## src/rtr_pkg.sv

```systemverilog
// shared constants for the radio tuning register bank and its host
package rtr_pkg;
    // clock and timing
    localparam int CLK_PERIOD_NS    = 10;                  // 100 MHz system clock
    localparam int T_POR_WAIT_NS    = 10_000_000;          // 10 ms quiet time after power-on
    localparam int T_RST_PULSE_NS   = 100_000;             // 100 us manual reset pulse
    localparam int T_MAN_WAIT_NS    = 5_000_000;           // 5 ms quiet time after manual reset
    localparam int POR_WAIT_CYC     = (T_POR_WAIT_NS + CLK_PERIOD_NS - 1) / CLK_PERIOD_NS;
    localparam int RST_PULSE_CYC    = (T_RST_PULSE_NS + CLK_PERIOD_NS - 1) / CLK_PERIOD_NS;
    localparam int MAN_WAIT_CYC     = (T_MAN_WAIT_NS + CLK_PERIOD_NS - 1) / CLK_PERIOD_NS;
    localparam int DEV_START_CYC    = 64;                  // device internal start-up length
    localparam int SPI_HALF_CYC     = 4;                   // system cycles per serial half bit
    localparam int DIVIDED_CLOCK_OUTPUT_HALF_CYC  = 2;                   // system cycles per clock-out half period
    localparam int CNT_W            = 24;                  // width of long wait counters
    // serial frame: write flag, 7-bit address, 8-bit data
    localparam int FRAME_BITS       = 16;
    localparam int WNR_BIT          = 15;
    // device register addresses
    localparam logic [6:0] ADDR_LNA  = 7'h58;
    localparam logic [6:0] ADDR_PA1  = 7'h5a;
    localparam logic [6:0] ADDR_PA2  = 7'h5c;
    localparam logic [6:0] ADDR_DAGC = 7'h6f;
    localparam logic [6:0] ADDR_AFC  = 7'h71;
    // register values with meaning
    localparam logic [7:0] LNA_NORMAL    = 8'h1b;
    localparam logic [7:0] LNA_HIGH      = 8'h2d;
    localparam logic [7:0] PA1_NORMAL    = 8'h55;
    localparam logic [7:0] PA1_BOOST     = 8'h5d;
    localparam logic [7:0] PA2_NORMAL    = 8'h70;
    localparam logic [7:0] PA2_BOOST     = 8'h7c;
    localparam logic [7:0] DAGC_NORMAL   = 8'h00;
    localparam logic [7:0] DAGC_CORR_ON  = 8'h20;
    localparam logic [7:0] DAGC_CORR_OFF = 8'h30;
    localparam logic [7:0] AFC_ZERO      = 8'h00;
    localparam logic [8:0] AFC_STEP_HZ   = 9'h1e8;         // 488 Hz per offset step
    // reset values
    localparam logic [7:0] RST_LNA  = LNA_NORMAL;
    localparam logic [7:0] RST_PA1  = PA1_NORMAL;
    localparam logic [7:0] RST_PA2  = PA2_NORMAL;
    localparam logic [7:0] RST_DAGC = DAGC_CORR_OFF;
    localparam logic [7:0] RST_AFC  = AFC_ZERO;
    // host register map
    localparam logic [3:0] HREG_CTRL    = 4'h0;
    localparam logic [3:0] HREG_ADDR    = 4'h1;
    localparam logic [3:0] HREG_WDATA   = 4'h2;
    localparam logic [3:0] HREG_RDATA   = 4'h3;
    localparam logic [3:0] HREG_STATUS  = 4'h4;
    localparam logic [3:0] HREG_PROFILE = 4'h5;
    // host field positions
    localparam int CTRL_START  = 0;
    localparam int CTRL_WRITE  = 1;
    localparam int CTRL_RESET  = 2;
    localparam int ST_READY    = 0;
    localparam int ST_BUSY     = 1;
    localparam int ST_CLK_SEEN = 2;
    localparam int PROF_BOOST  = 0;
    localparam int PROF_CORR   = 1;
endpackage : rtr_pkg

```

## src/rtr_link_if.sv

```systemverilog
// serial bus, reset pin and clock output between host and radio
`timescale 1ns/1ps
interface rtr_link_if;
    logic sck;        // serial clock, host driven
    logic mosi;       // host to device data
    logic miso;       // device to host data
    logic nss_n;      // frame select, active low
    logic rst_out;    // host drive value for reset pin
    logic rst_oe_n;   // host output enable, active low
    logic rst_level;  // resolved reset pin level
    logic clk_out;    // divided clock output of device
    // undriven pin is pulled low inside the interface
    assign rst_level = ~rst_oe_n & rst_out;
    modport dev  (input sck, mosi, nss_n, rst_level, output miso, clk_out);
    modport host (output sck, mosi, nss_n, rst_out, rst_oe_n, input miso, clk_out);
endinterface : rtr_link_if

```

## src/rtr_spi_master.sv

```systemverilog
// serial frame shifter used by the host, mode 0, msb first
`timescale 1ns/1ps
module rtr_spi_master (
    // clock and reset
    input  wire logic                            i_clk,
    input  wire logic                            i_reset_n,
    // frame request
    input  wire logic                            i_start,
    input  wire logic [rtr_pkg::FRAME_BITS-1:0]  i_frame,
    output logic                                 o_done,
    output logic [7:0]                           o_rdata,
    // serial pins
    input  wire logic                            i_miso,
    output logic                                 o_sck,
    output logic                                 o_mosi,
    output logic                                 o_nss_n
);
    import rtr_pkg::*;
    logic                  busy;      // frame in progress
    logic [2:0]            div;       // half-bit divider
    logic [4:0]            phase;     // half-bit index
    logic [FRAME_BITS-1:0] shreg;     // outgoing bits
    wire                   tick = busy & (div == 3'(SPI_HALF_CYC - 1));

    // half-bit enable pulse
    always_ff @(posedge i_clk or negedge i_reset_n) begin
        if (!i_reset_n) div <= 3'h0;
        else if (!busy || tick) div <= 3'h0;
        else div <= div + 3'h1;
    end

    // shifting: sample on rise, drive on fall
    always_ff @(posedge i_clk or negedge i_reset_n) begin
        if (!i_reset_n) begin
            busy <= 1'b0; phase <= 5'h0; shreg <= '0; o_done <= 1'b0; o_rdata <= 8'h00;
            o_sck <= 1'b0; o_mosi <= 1'b0; o_nss_n <= 1'b1;
        end else begin
            o_done <= 1'b0;
            if (i_start && !busy) begin
                busy <= 1'b1; phase <= 5'h0; shreg <= i_frame;
                o_mosi <= i_frame[FRAME_BITS-1]; o_nss_n <= 1'b0;
            end else if (tick) begin
                phase <= phase + 5'h1;
                if (!phase[0]) begin
                    o_sck   <= 1'b1;
                    o_rdata <= {o_rdata[6:0], i_miso};
                end else if (phase == 5'h1f) begin
                    o_sck <= 1'b0; o_nss_n <= 1'b1; busy <= 1'b0; o_done <= 1'b1;
                end else begin
                    o_sck  <= 1'b0;
                    o_mosi <= shreg[FRAME_BITS-2];
                    shreg  <= {shreg[FRAME_BITS-2:0], 1'b0};
                end
            end
        end
    end
endmodule : rtr_spi_master

```

## src/rtr_host.sv

```systemverilog
// host controller: reset sequencing, waits and register access to the radio
//
// Added by the designer: strobed register access.
`timescale 1ns/1ps
module rtr_host #(
    parameter int POR_WAIT    = rtr_pkg::POR_WAIT_CYC,   // cycles after clock-out seen
    parameter int RST_PULSE   = rtr_pkg::RST_PULSE_CYC,  // cycles of pin drive
    parameter int MAN_WAIT    = rtr_pkg::MAN_WAIT_CYC    // cycles after pin release
) (
    // clock and reset
    input  wire logic        i_clk,
    input  wire logic        i_reset_n,
    // software register port
    input  wire logic [3:0]  i_addr,
    input  wire logic [7:0]  i_wdata,
    input  wire logic        i_wr,
    input  wire logic        i_rd,
    output logic [7:0]       o_rdata,
    // link to radio
    rtr_link_if.host         link
);
    import rtr_pkg::*;

    // boot, quiet wait, idle, frame, reset pulse
    typedef enum logic [2:0] {H_BOOT, H_WAIT, H_READY, H_XFER, H_PULSE} rtr_hstate_t;

    // sequencer and wait counting
    rtr_hstate_t             state;      // sequencer state
    logic [CNT_W-1:0]        cnt;        // wait countdown
    logic                    rst_out;    // reset pin value
    logic                    rst_oe_n;   // reset pin enable, low drives
    // software-visible registers and the profile write count
    logic [6:0]              dev_addr;   // target register address
    logic [7:0]              dev_wdata;  // data for a write
    logic [7:0]              dev_rdata;  // last read result
    logic [1:0]              prof;       // boost and correction choice
    logic [1:0]              seq_left;   // profile writes still to send
    // queued requests
    logic                    pend;       // user transfer requested
    logic                    pend_wr;    // requested transfer is a write
    logic                    rst_req;    // manual reset requested
    // clock-out watch
    logic                    clk_q;      // previous clock-out level
    logic                    clk_seen;   // clock-out activity observed
    // serial shifter handshake
    logic                    in_seq;     // running transfer is a profile write
    logic                    spi_start;  // frame launch pulse
    logic [FRAME_BITS-1:0]   spi_frame;  // frame to send
    logic                    spi_done;   // frame finished
    logic [7:0]              spi_rdata;  // byte shifted in

    // software decode
    wire        wr_ctrl  = i_wr & (i_addr == HREG_CTRL);
    wire        wr_addr  = i_wr & (i_addr == HREG_ADDR);
    wire        wr_wdata = i_wr & (i_addr == HREG_WDATA);
    wire        wr_prof  = i_wr & (i_addr == HREG_PROFILE);
    wire        clk_edge = link.clk_out & ~clk_q;
    wire        ready    = (state == H_READY);
    // status: ready, frame busy, clock-out seen
    wire [7:0]  status   = {5'h0, clk_seen, (state == H_XFER), ready};

    // profile write contents
    wire [7:0]  pa1_val  = prof[PROF_BOOST] ? PA1_BOOST : PA1_NORMAL;
    wire [7:0]  pa2_val  = prof[PROF_BOOST] ? PA2_BOOST : PA2_NORMAL;
    wire [7:0]  dagc_val = prof[PROF_CORR] ? DAGC_CORR_ON : DAGC_CORR_OFF;
    wire [14:0] seq_body = (seq_left == 2'h3) ? {ADDR_PA1, pa1_val} :
                           (seq_left == 2'h2) ? {ADDR_PA2, pa2_val} : {ADDR_DAGC, dagc_val};
    wire [14:0] usr_body = {dev_addr, dev_wdata};

    // serial shifter
    rtr_spi_master rtr_spi_master_inst (
        .i_clk     (i_clk),
        .i_reset_n (i_reset_n),
        .i_start   (spi_start),
        .i_frame   (spi_frame),
        .o_done    (spi_done),
        .o_rdata   (spi_rdata),
        .i_miso    (link.miso),
        .o_sck     (link.sck),
        .o_mosi    (link.mosi),
        .o_nss_n   (link.nss_n)
    );

    // software-written registers
    always_ff @(posedge i_clk or negedge i_reset_n) begin
        if (!i_reset_n) begin
            dev_addr <= 7'h0; dev_wdata <= 8'h00; prof <= 2'h0;
        end else begin
            // only the low seven bits form a device address
            if (wr_addr)  dev_addr  <= i_wdata[6:0];
            if (wr_wdata) dev_wdata <= i_wdata;
            if (wr_prof)  prof      <= i_wdata[1:0];
        end
    end

    // read port, data one cycle after the strobe
    always_ff @(posedge i_clk or negedge i_reset_n) begin
        if (!i_reset_n) o_rdata <= 8'h00;
        else if (i_rd) begin
            // unmapped addresses read back as zero
            unique case (i_addr)
                HREG_ADDR:    o_rdata <= {1'b0, dev_addr};
                HREG_WDATA:   o_rdata <= dev_wdata;
                HREG_RDATA:   o_rdata <= dev_rdata;
                HREG_STATUS:  o_rdata <= status;
                HREG_PROFILE: o_rdata <= {6'h0, prof};
                default:      o_rdata <= 8'h00;
            endcase
        end else o_rdata <= 8'h00;
    end

    // clock-out watcher, cleared when a manual reset starts
    always_ff @(posedge i_clk or negedge i_reset_n) begin
        if (!i_reset_n) begin
            clk_q <= 1'b0; clk_seen <= 1'b0;
        end else begin
            clk_q <= link.clk_out;
            // a fresh rise wins over the clear
            if (clk_edge) clk_seen <= 1'b1;
            else if (state == H_PULSE) clk_seen <= 1'b0;
        end
    end

    // main sequencer
    always_ff @(posedge i_clk or negedge i_reset_n) begin
        if (!i_reset_n) begin
            state <= H_BOOT; cnt <= '0; rst_out <= 1'b0; rst_oe_n <= 1'b1;
            seq_left <= 2'h0; pend <= 1'b0; pend_wr <= 1'b0; rst_req <= 1'b0;
            in_seq <= 1'b0; spi_start <= 1'b0; spi_frame <= '0; dev_rdata <= 8'h00;
        end else begin
            spi_start <= 1'b0;
            unique case (state)
                // pin left floating until the device shows life
                H_BOOT: begin
                    rst_oe_n <= 1'b1;
                    // first clock-out rise starts the power-on wait
                    if (clk_edge) begin
                        state <= H_WAIT;
                        cnt   <= CNT_W'(POR_WAIT - 1);
                    end
                end
                // quiet time before any access
                H_WAIT: begin
                    // zero count opens the link to requests
                    if (cnt == '0) state <= H_READY;
                    else cnt <= cnt - CNT_W'(1);
                end
                // launch: reset first, then profile writes, then user frame
                H_READY: begin
                    // manual reset outranks any queued frame
                    if (rst_req) begin
                        state <= H_PULSE; rst_req <= 1'b0;
                        rst_out <= 1'b1; rst_oe_n <= 1'b0;
                        cnt <= CNT_W'(RST_PULSE - 1);
                    end else if (seq_left != 2'h0) begin
                        state <= H_XFER; in_seq <= 1'b1; spi_start <= 1'b1;
                        // profile frames always carry the write flag
                        spi_frame <= {1'b1, seq_body};
                    end else if (pend) begin
                        state <= H_XFER; in_seq <= 1'b0; spi_start <= 1'b1; pend <= 1'b0;
                        // user frame: write flag chosen by software
                        spi_frame <= {pend_wr, usr_body};
                    end
                end
                // frame in flight
                H_XFER: begin
                    if (spi_done) begin
                        state <= H_READY;
                        // profile frames count down, user frames keep their byte
                        if (in_seq) seq_left <= seq_left - 2'h1;
                        else dev_rdata <= spi_rdata;
                    end
                end
                // pin driven high, then released to the pull-down
                H_PULSE: begin
                    if (cnt == '0) begin
                        // pulse over: float the pin again
                        rst_out <= 1'b0; rst_oe_n <= 1'b1;
                        state <= H_WAIT; cnt <= CNT_W'(MAN_WAIT - 1);
                    end else cnt <= cnt - CNT_W'(1);
                end
            endcase
            // requests from software; a set wins over the launch clear
            if (wr_prof) seq_left <= 2'h3;
            if (wr_ctrl && i_wdata[CTRL_START]) begin
                pend <= 1'b1; pend_wr <= i_wdata[CTRL_WRITE];
            end
            // manual reset waits until the link is idle
            if (wr_ctrl && i_wdata[CTRL_RESET]) rst_req <= 1'b1;
        end
    end

    // reset pin drive toward the radio
    assign link.rst_out  = rst_out;
    assign link.rst_oe_n = rst_oe_n;
endmodule : rtr_host

```

## src/flat_wrapper.sv

```systemverilog
// flat-port wrapper written by rule: the top's interface ports become plain ports
module rtr_host_flat import rtr_pkg::*;
#(
    parameter int POR_WAIT    = rtr_pkg::POR_WAIT_CYC,                                 
    parameter int RST_PULSE   = rtr_pkg::RST_PULSE_CYC,                        
    parameter int MAN_WAIT    = rtr_pkg::MAN_WAIT_CYC                               
)
  (i_clk, i_reset_n, i_addr, i_wdata, i_wr, i_rd, o_rdata, link_sck, link_mosi, link_nss_n, link_rst_out, link_rst_oe_n, link_miso, link_clk_out);
  rtr_link_if link_i ();
  input  wire logic i_clk;
  input  wire logic i_reset_n;
  input  wire logic [3:0] i_addr;
  input  wire logic [7:0] i_wdata;
  input  wire logic i_wr;
  input  wire logic i_rd;
  output logic [7:0] o_rdata;
  output wire logic [$bits(link_i.sck)-1:0] link_sck;
  output wire logic [$bits(link_i.mosi)-1:0] link_mosi;
  output wire logic [$bits(link_i.nss_n)-1:0] link_nss_n;
  output wire logic [$bits(link_i.rst_out)-1:0] link_rst_out;
  output wire logic [$bits(link_i.rst_oe_n)-1:0] link_rst_oe_n;
  input wire logic [$bits(link_i.miso)-1:0] link_miso;
  input wire logic [$bits(link_i.clk_out)-1:0] link_clk_out;
  assign link_sck = link_i.sck;
  assign link_mosi = link_i.mosi;
  assign link_nss_n = link_i.nss_n;
  assign link_rst_out = link_i.rst_out;
  assign link_rst_oe_n = link_i.rst_oe_n;
  assign link_i.miso = link_miso;
  assign link_i.clk_out = link_clk_out;
  rtr_host #(.POR_WAIT(POR_WAIT), .RST_PULSE(RST_PULSE), .MAN_WAIT(MAN_WAIT)) u_core (.i_clk(i_clk), .i_reset_n(i_reset_n), .i_addr(i_addr), .i_wdata(i_wdata), .i_wr(i_wr), .i_rd(i_rd), .o_rdata(o_rdata), .link(link_i));
endmodule
```

## config.mk

```make
export PLATFORM = sky130hd
export DESIGN_NAME = rtr_host_flat
export DESIGN_NICKNAME = d
export VERILOG_FILES = /design/src/rtr_pkg.sv /design/src/rtr_link_if.sv /design/src/rtr_spi_master.sv /design/src/rtr_host.sv /design/src/flat_wrapper.sv
export SDC_FILE = /design/constraint.sdc
export NUM_CORES = 1
export LEC_CHECK = 0
export BUFFER_PORTS_ARGS = -buffer_cell sky130_fd_sc_hd__clkbuf_2
export CAP_MARGIN = 20
export CELL_PAD_IN_SITES_DETAIL_PLACEMENT = 1
export CELL_PAD_IN_SITES_GLOBAL_PLACEMENT = 1
export CORE_MARGIN = 2
export CORE_UTILIZATION = 50
export DETAILED_ROUTE_END_ITERATION = 8
export PLACE_DENSITY = 0.79
export SYNTH_ARGS = -nofsm -noshare
export SYNTH_HDL_FRONTEND = slang
export SYNTH_SLANG_ARGS = --single-unit
```

## constraint.sdc

```tcl
create_clock -name i_clk -period 3.8 [get_ports i_clk]
set_clock_uncertainty 0.2 [all_clocks]
set_input_delay 0.57 -clock i_clk [delete_from_list [all_inputs] [get_ports i_clk]]
set_output_delay 0.57 -clock i_clk [all_outputs]
set_load 0.01 [all_outputs]
```

==> metrics <==
drc violations=0; Post-Route Hold Slack=50.81 ps; Die Wd=112.8 µm; Synth Warn #=0; unrepaired setup endpoints after global routing=no; FFs w/ async S/R, synth=100.0%; Slew Viols, Final=0; hold_buf cts=0; utilization after layout=59.33%; internal power=2.551 mW; clk_lat worst skew=420 ps; max_cap viols=0; dpl hpwl=10.47 mm; Synth Area in Compound Gates=14.13%; Post-CTS Setup Bufs=0; largest net degree at the start of global routing=66; measured slew at the worst slew-check pin=860.6 ps; number of synthesized flops with an enable pin=0; post-route design area=0.006804 mm²; port bufs=30; height of the die=112.8 µm; Post-Synth Adder-Cell Area=2.116%; Gate power share=4.1%; CP Capture Type=flip-flop; startpoint type of the worst setup path=flip-flop; RR Endpoint=u_core.spi_frame[14]$_DFFE_PN0P_; clock sinks=123; main combinational cell family by area after synthesis=simple AND/OR/NAND/NOR gates; Synth Register Bits=123; I/O pins=31; CTS tree=built; core footprint=0.01147 mm²; Initial Util=51.58%; Final Worst Setup Slack=958.1 ps; first-pass GRT wire length=25.83 mm; GPL Wtd Cong=0.8536; most frequent cells in the layout=dfrtp_1, nand2_1, nor2_1, mux2_2, a21oi_1; FF-to-FF setup slack=960 ps; Pleak=3.081 nW; Critical Path RT=3900 ps; Rel. slew slack=42.63%; Mapped Avg Cell Area=9.890 µm²; Reg clk slew, reported paths=50 ps; pre-CTS WS=957.2 ps; post-synthesis xor/xnor area fraction=0.4443%; Die ar.=0.01271 mm²; via count=4637; placed cell count=749; cell count after synthesis=598; share of cells above drive strength 1=19.59%; Root Driver=clkbuf_16; PostCTS Resize Cnt=0; Post-DP Area=0.006166 mm²; status=completed; gr usage total=25.92%; GR Overflow Total=0; Ant. Diodes=0; drt total wl=15.31 mm; # fillers=1261; share of power burned in registers=43.4%; CP max stage cell=nand2_1; Final Non-Filler Cells=781; time the worst path needs with I/O delays and setup=2842 ps; DR vias/cell=5.937; WS Path Type=reg -> reg; Net Switching=0.6874 mW; Mapped Nets=626; row cnt=39; clk buf depth=2; crit path cell chain=inv_1, ha_1, nand2b_1, nand2_1, inv_1, o21ai_0, nand2_1; Clock power frac=52.4%; worst min path class=in -> async; sum of negative setup slack=0 ps; Mapped Area=0.005914 mm²; most used flip-flop cell after synthesis=dfrtp_1; wire per inst=19.61 µm; antenna-violating nets left=0; number of global-route vias before repair=5016; crit-path max cell delay=630 ps; sequential fraction of the synthesis area=52.08%; Post-Synth Simple-Gate Area=19.57%; mux cell area share after synthesis=8.843%; Reg2Reg Depth=7; H-tree lvl count=4; first-pass detailed-route iteration total=4; final hold vios=0; PwrDens=476.0 mW/mm²; VDD IR max=345.8 µV; CTS buffer count=17; Crit Reg-Reg Startpoint=u_core.seq_left[0]$_DFFE_PN0P_; final setup fails=0; most common cell after layout, fill and taps aside=dfrtp_1; Sw Share=21.23%; maximum clock frequency=351.9 MHz; final net count=654; Unique masters post-synth=59; initial drt markers=280; crit path max fanout=28; P&R area growth vs syn=15.04%; initial antenna violation count=0; Power Total=3.239 mW; arrival time at the worst endpoint=2940 ps; Tcrit/Tclk final=74.79%
==> area by class of cell <==
type                    count  area (µm²)  share of cell area [%]
well taps                 143       178.9                   2.630
inverters                  12       45.04                  0.6620
clock buffers              25       515.5                   7.576
clock inverters             6       107.6                   1.581
flip-flops and latches    123        3080                   45.27
multi-input cells         436        2671                   39.26
repair buffers             36       205.2                   3.016
==> registers in the layout, summed over array words and instances, names as in the netlist, 2 cells and up <==
register and cells:
u_core.dev_wdata 8, u_core.prof 2, u_core.dev_rdata 8, u_core.dev_addr 7, u_core.spi_frame 16, u_core.rtr_spi_master_inst.shreg 15
u_core.o_rdata 8, u_core.rtr_spi_master_inst.phase 5, u_core.state 3, u_core.rtr_spi_master_inst.div 3, u_core.rtr_spi_master_inst.o_rdata 8, u_core.seq_left 2
u_core.cnt 24
==> cell usage after synthesis, types with 2 or more instances <==
cell / number / area [µm²]
dfrtp_1: 121 / 3028
nand2_1: 88 / 330.3
nor2_1: 74 / 277.8
mux2_2: 42 / 473.0
a21oi_1: 40 / 200.2
o21ai_0: 27 / 135.1
a31oi_1: 21 / 131.4
clkbuf_1: 19 / 71.32
nand2b_1: 13 / 81.33
inv_1: 12 / 45.04
o21ai_1: 12 / 60.06
nor3_1: 11 / 55.05
ha_1: 10 / 125.1
nand3_1: 10 / 50.05
nand4_1: 8 / 50.05
o22a_1: 6 / 52.55
a22oi_1: 5 / 37.54
and3_1: 5 / 31.28
mux2i_1: 5 / 50.05
a22o_1: 4 / 35.03
buf_2: 4 / 20.02
nor2b_1: 4 / 25.02
o21a_1: 4 / 30.03
o31ai_1: 4 / 30.03
and2_1: 3 / 18.77
nor3_4: 3 / 48.80
or3_1: 3 / 18.77
a211oi_1: 2 / 15.01
buf_4: 2 / 15.01
dfstp_2: 2 / 52.55
nand4b_1: 2 / 17.52
nor3_2: 2 / 20.02
nor3b_1: 2 / 15.01
or2_2: 2 / 12.51
xor2_1: 2 / 17.52
==> layer usage <==
| layer | wire [µm] | track usage, % | vias up |
|---|---|---|---|
| met1 | 6693 | 33.57 | 2364 |
| met4 | 170 | 8.455 | 0 |
| li1 | - | - | 2174 |
| met2 | 7883 | 44.23 | 82 |
| met3 | 565 | 4.821 | 17 |
| met5 | 0 | 0 | - |
==> how the worst max path moves through the flow <==
stage	from	slack, ps	cells past startpoint	end
finish	u_core.seq_left[0]$_DFFE_PN0P_	960	7	u_core.spi_frame[14]$_DFFE_PN0P_
floorplan	u_core.cnt[0]$_DFFE_PN0P_	1670	8	u_core.cnt[9]$_DFFE_PN0P_
global placement	u_core.seq_left[0]$_DFFE_PN0P_	1050	7	u_core.spi_frame[11]$_DFFE_PN0P_
global route	u_core.seq_left[0]$_DFFE_PN0P_	630	7	u_core.spi_frame[1]$_DFFE_PN0P_
CTS	u_core.state[1]$_DFFE_PN0P_	940	7	u_core.spi_frame[14]$_DFFE_PN0P_
detailed placement	u_core.state[1]$_DFFE_PN0P_	960	7	u_core.spi_frame[14]$_DFFE_PN0P_
==> power groups by stage <==
stage	clock network (mW)	logic (mW)	registers [mW]
after floorplan	0	0.0775	1.40
after CTS	1.72	0.136	1.41
after global routing	1.77	0.148	1.41
final	1.70	0.133	1.41
after detailed placement	0	0.133	1.43
after global placement	0	0.127	1.43
==> critical path: cells and delay by family (launching register included) <==
kind / cells / cell delay, ps
AND/OR/NAND/NOR: 3 / 910
adder cells (fa/ha/maj): 1 / 580
buffers and inverters: 2 / 460
flip-flops: 1 / 390
AO/OA/AOI/OAI: 1 / 180
==> cells by family (layout without fill, tap and decap cells) <==
logic type               Yosys count  in the layout
multiplexers                      47             47
XOR/XNOR                           3              3
AO/OA/AOI/OAI                    136            136
flip-flops                       123            123
adder cells (fa/ha/maj)           10             10
buffers and inverters             39             79
AND/OR/NAND/NOR                  240            240
No activity file was read; power rests on OpenSTA's default activity.
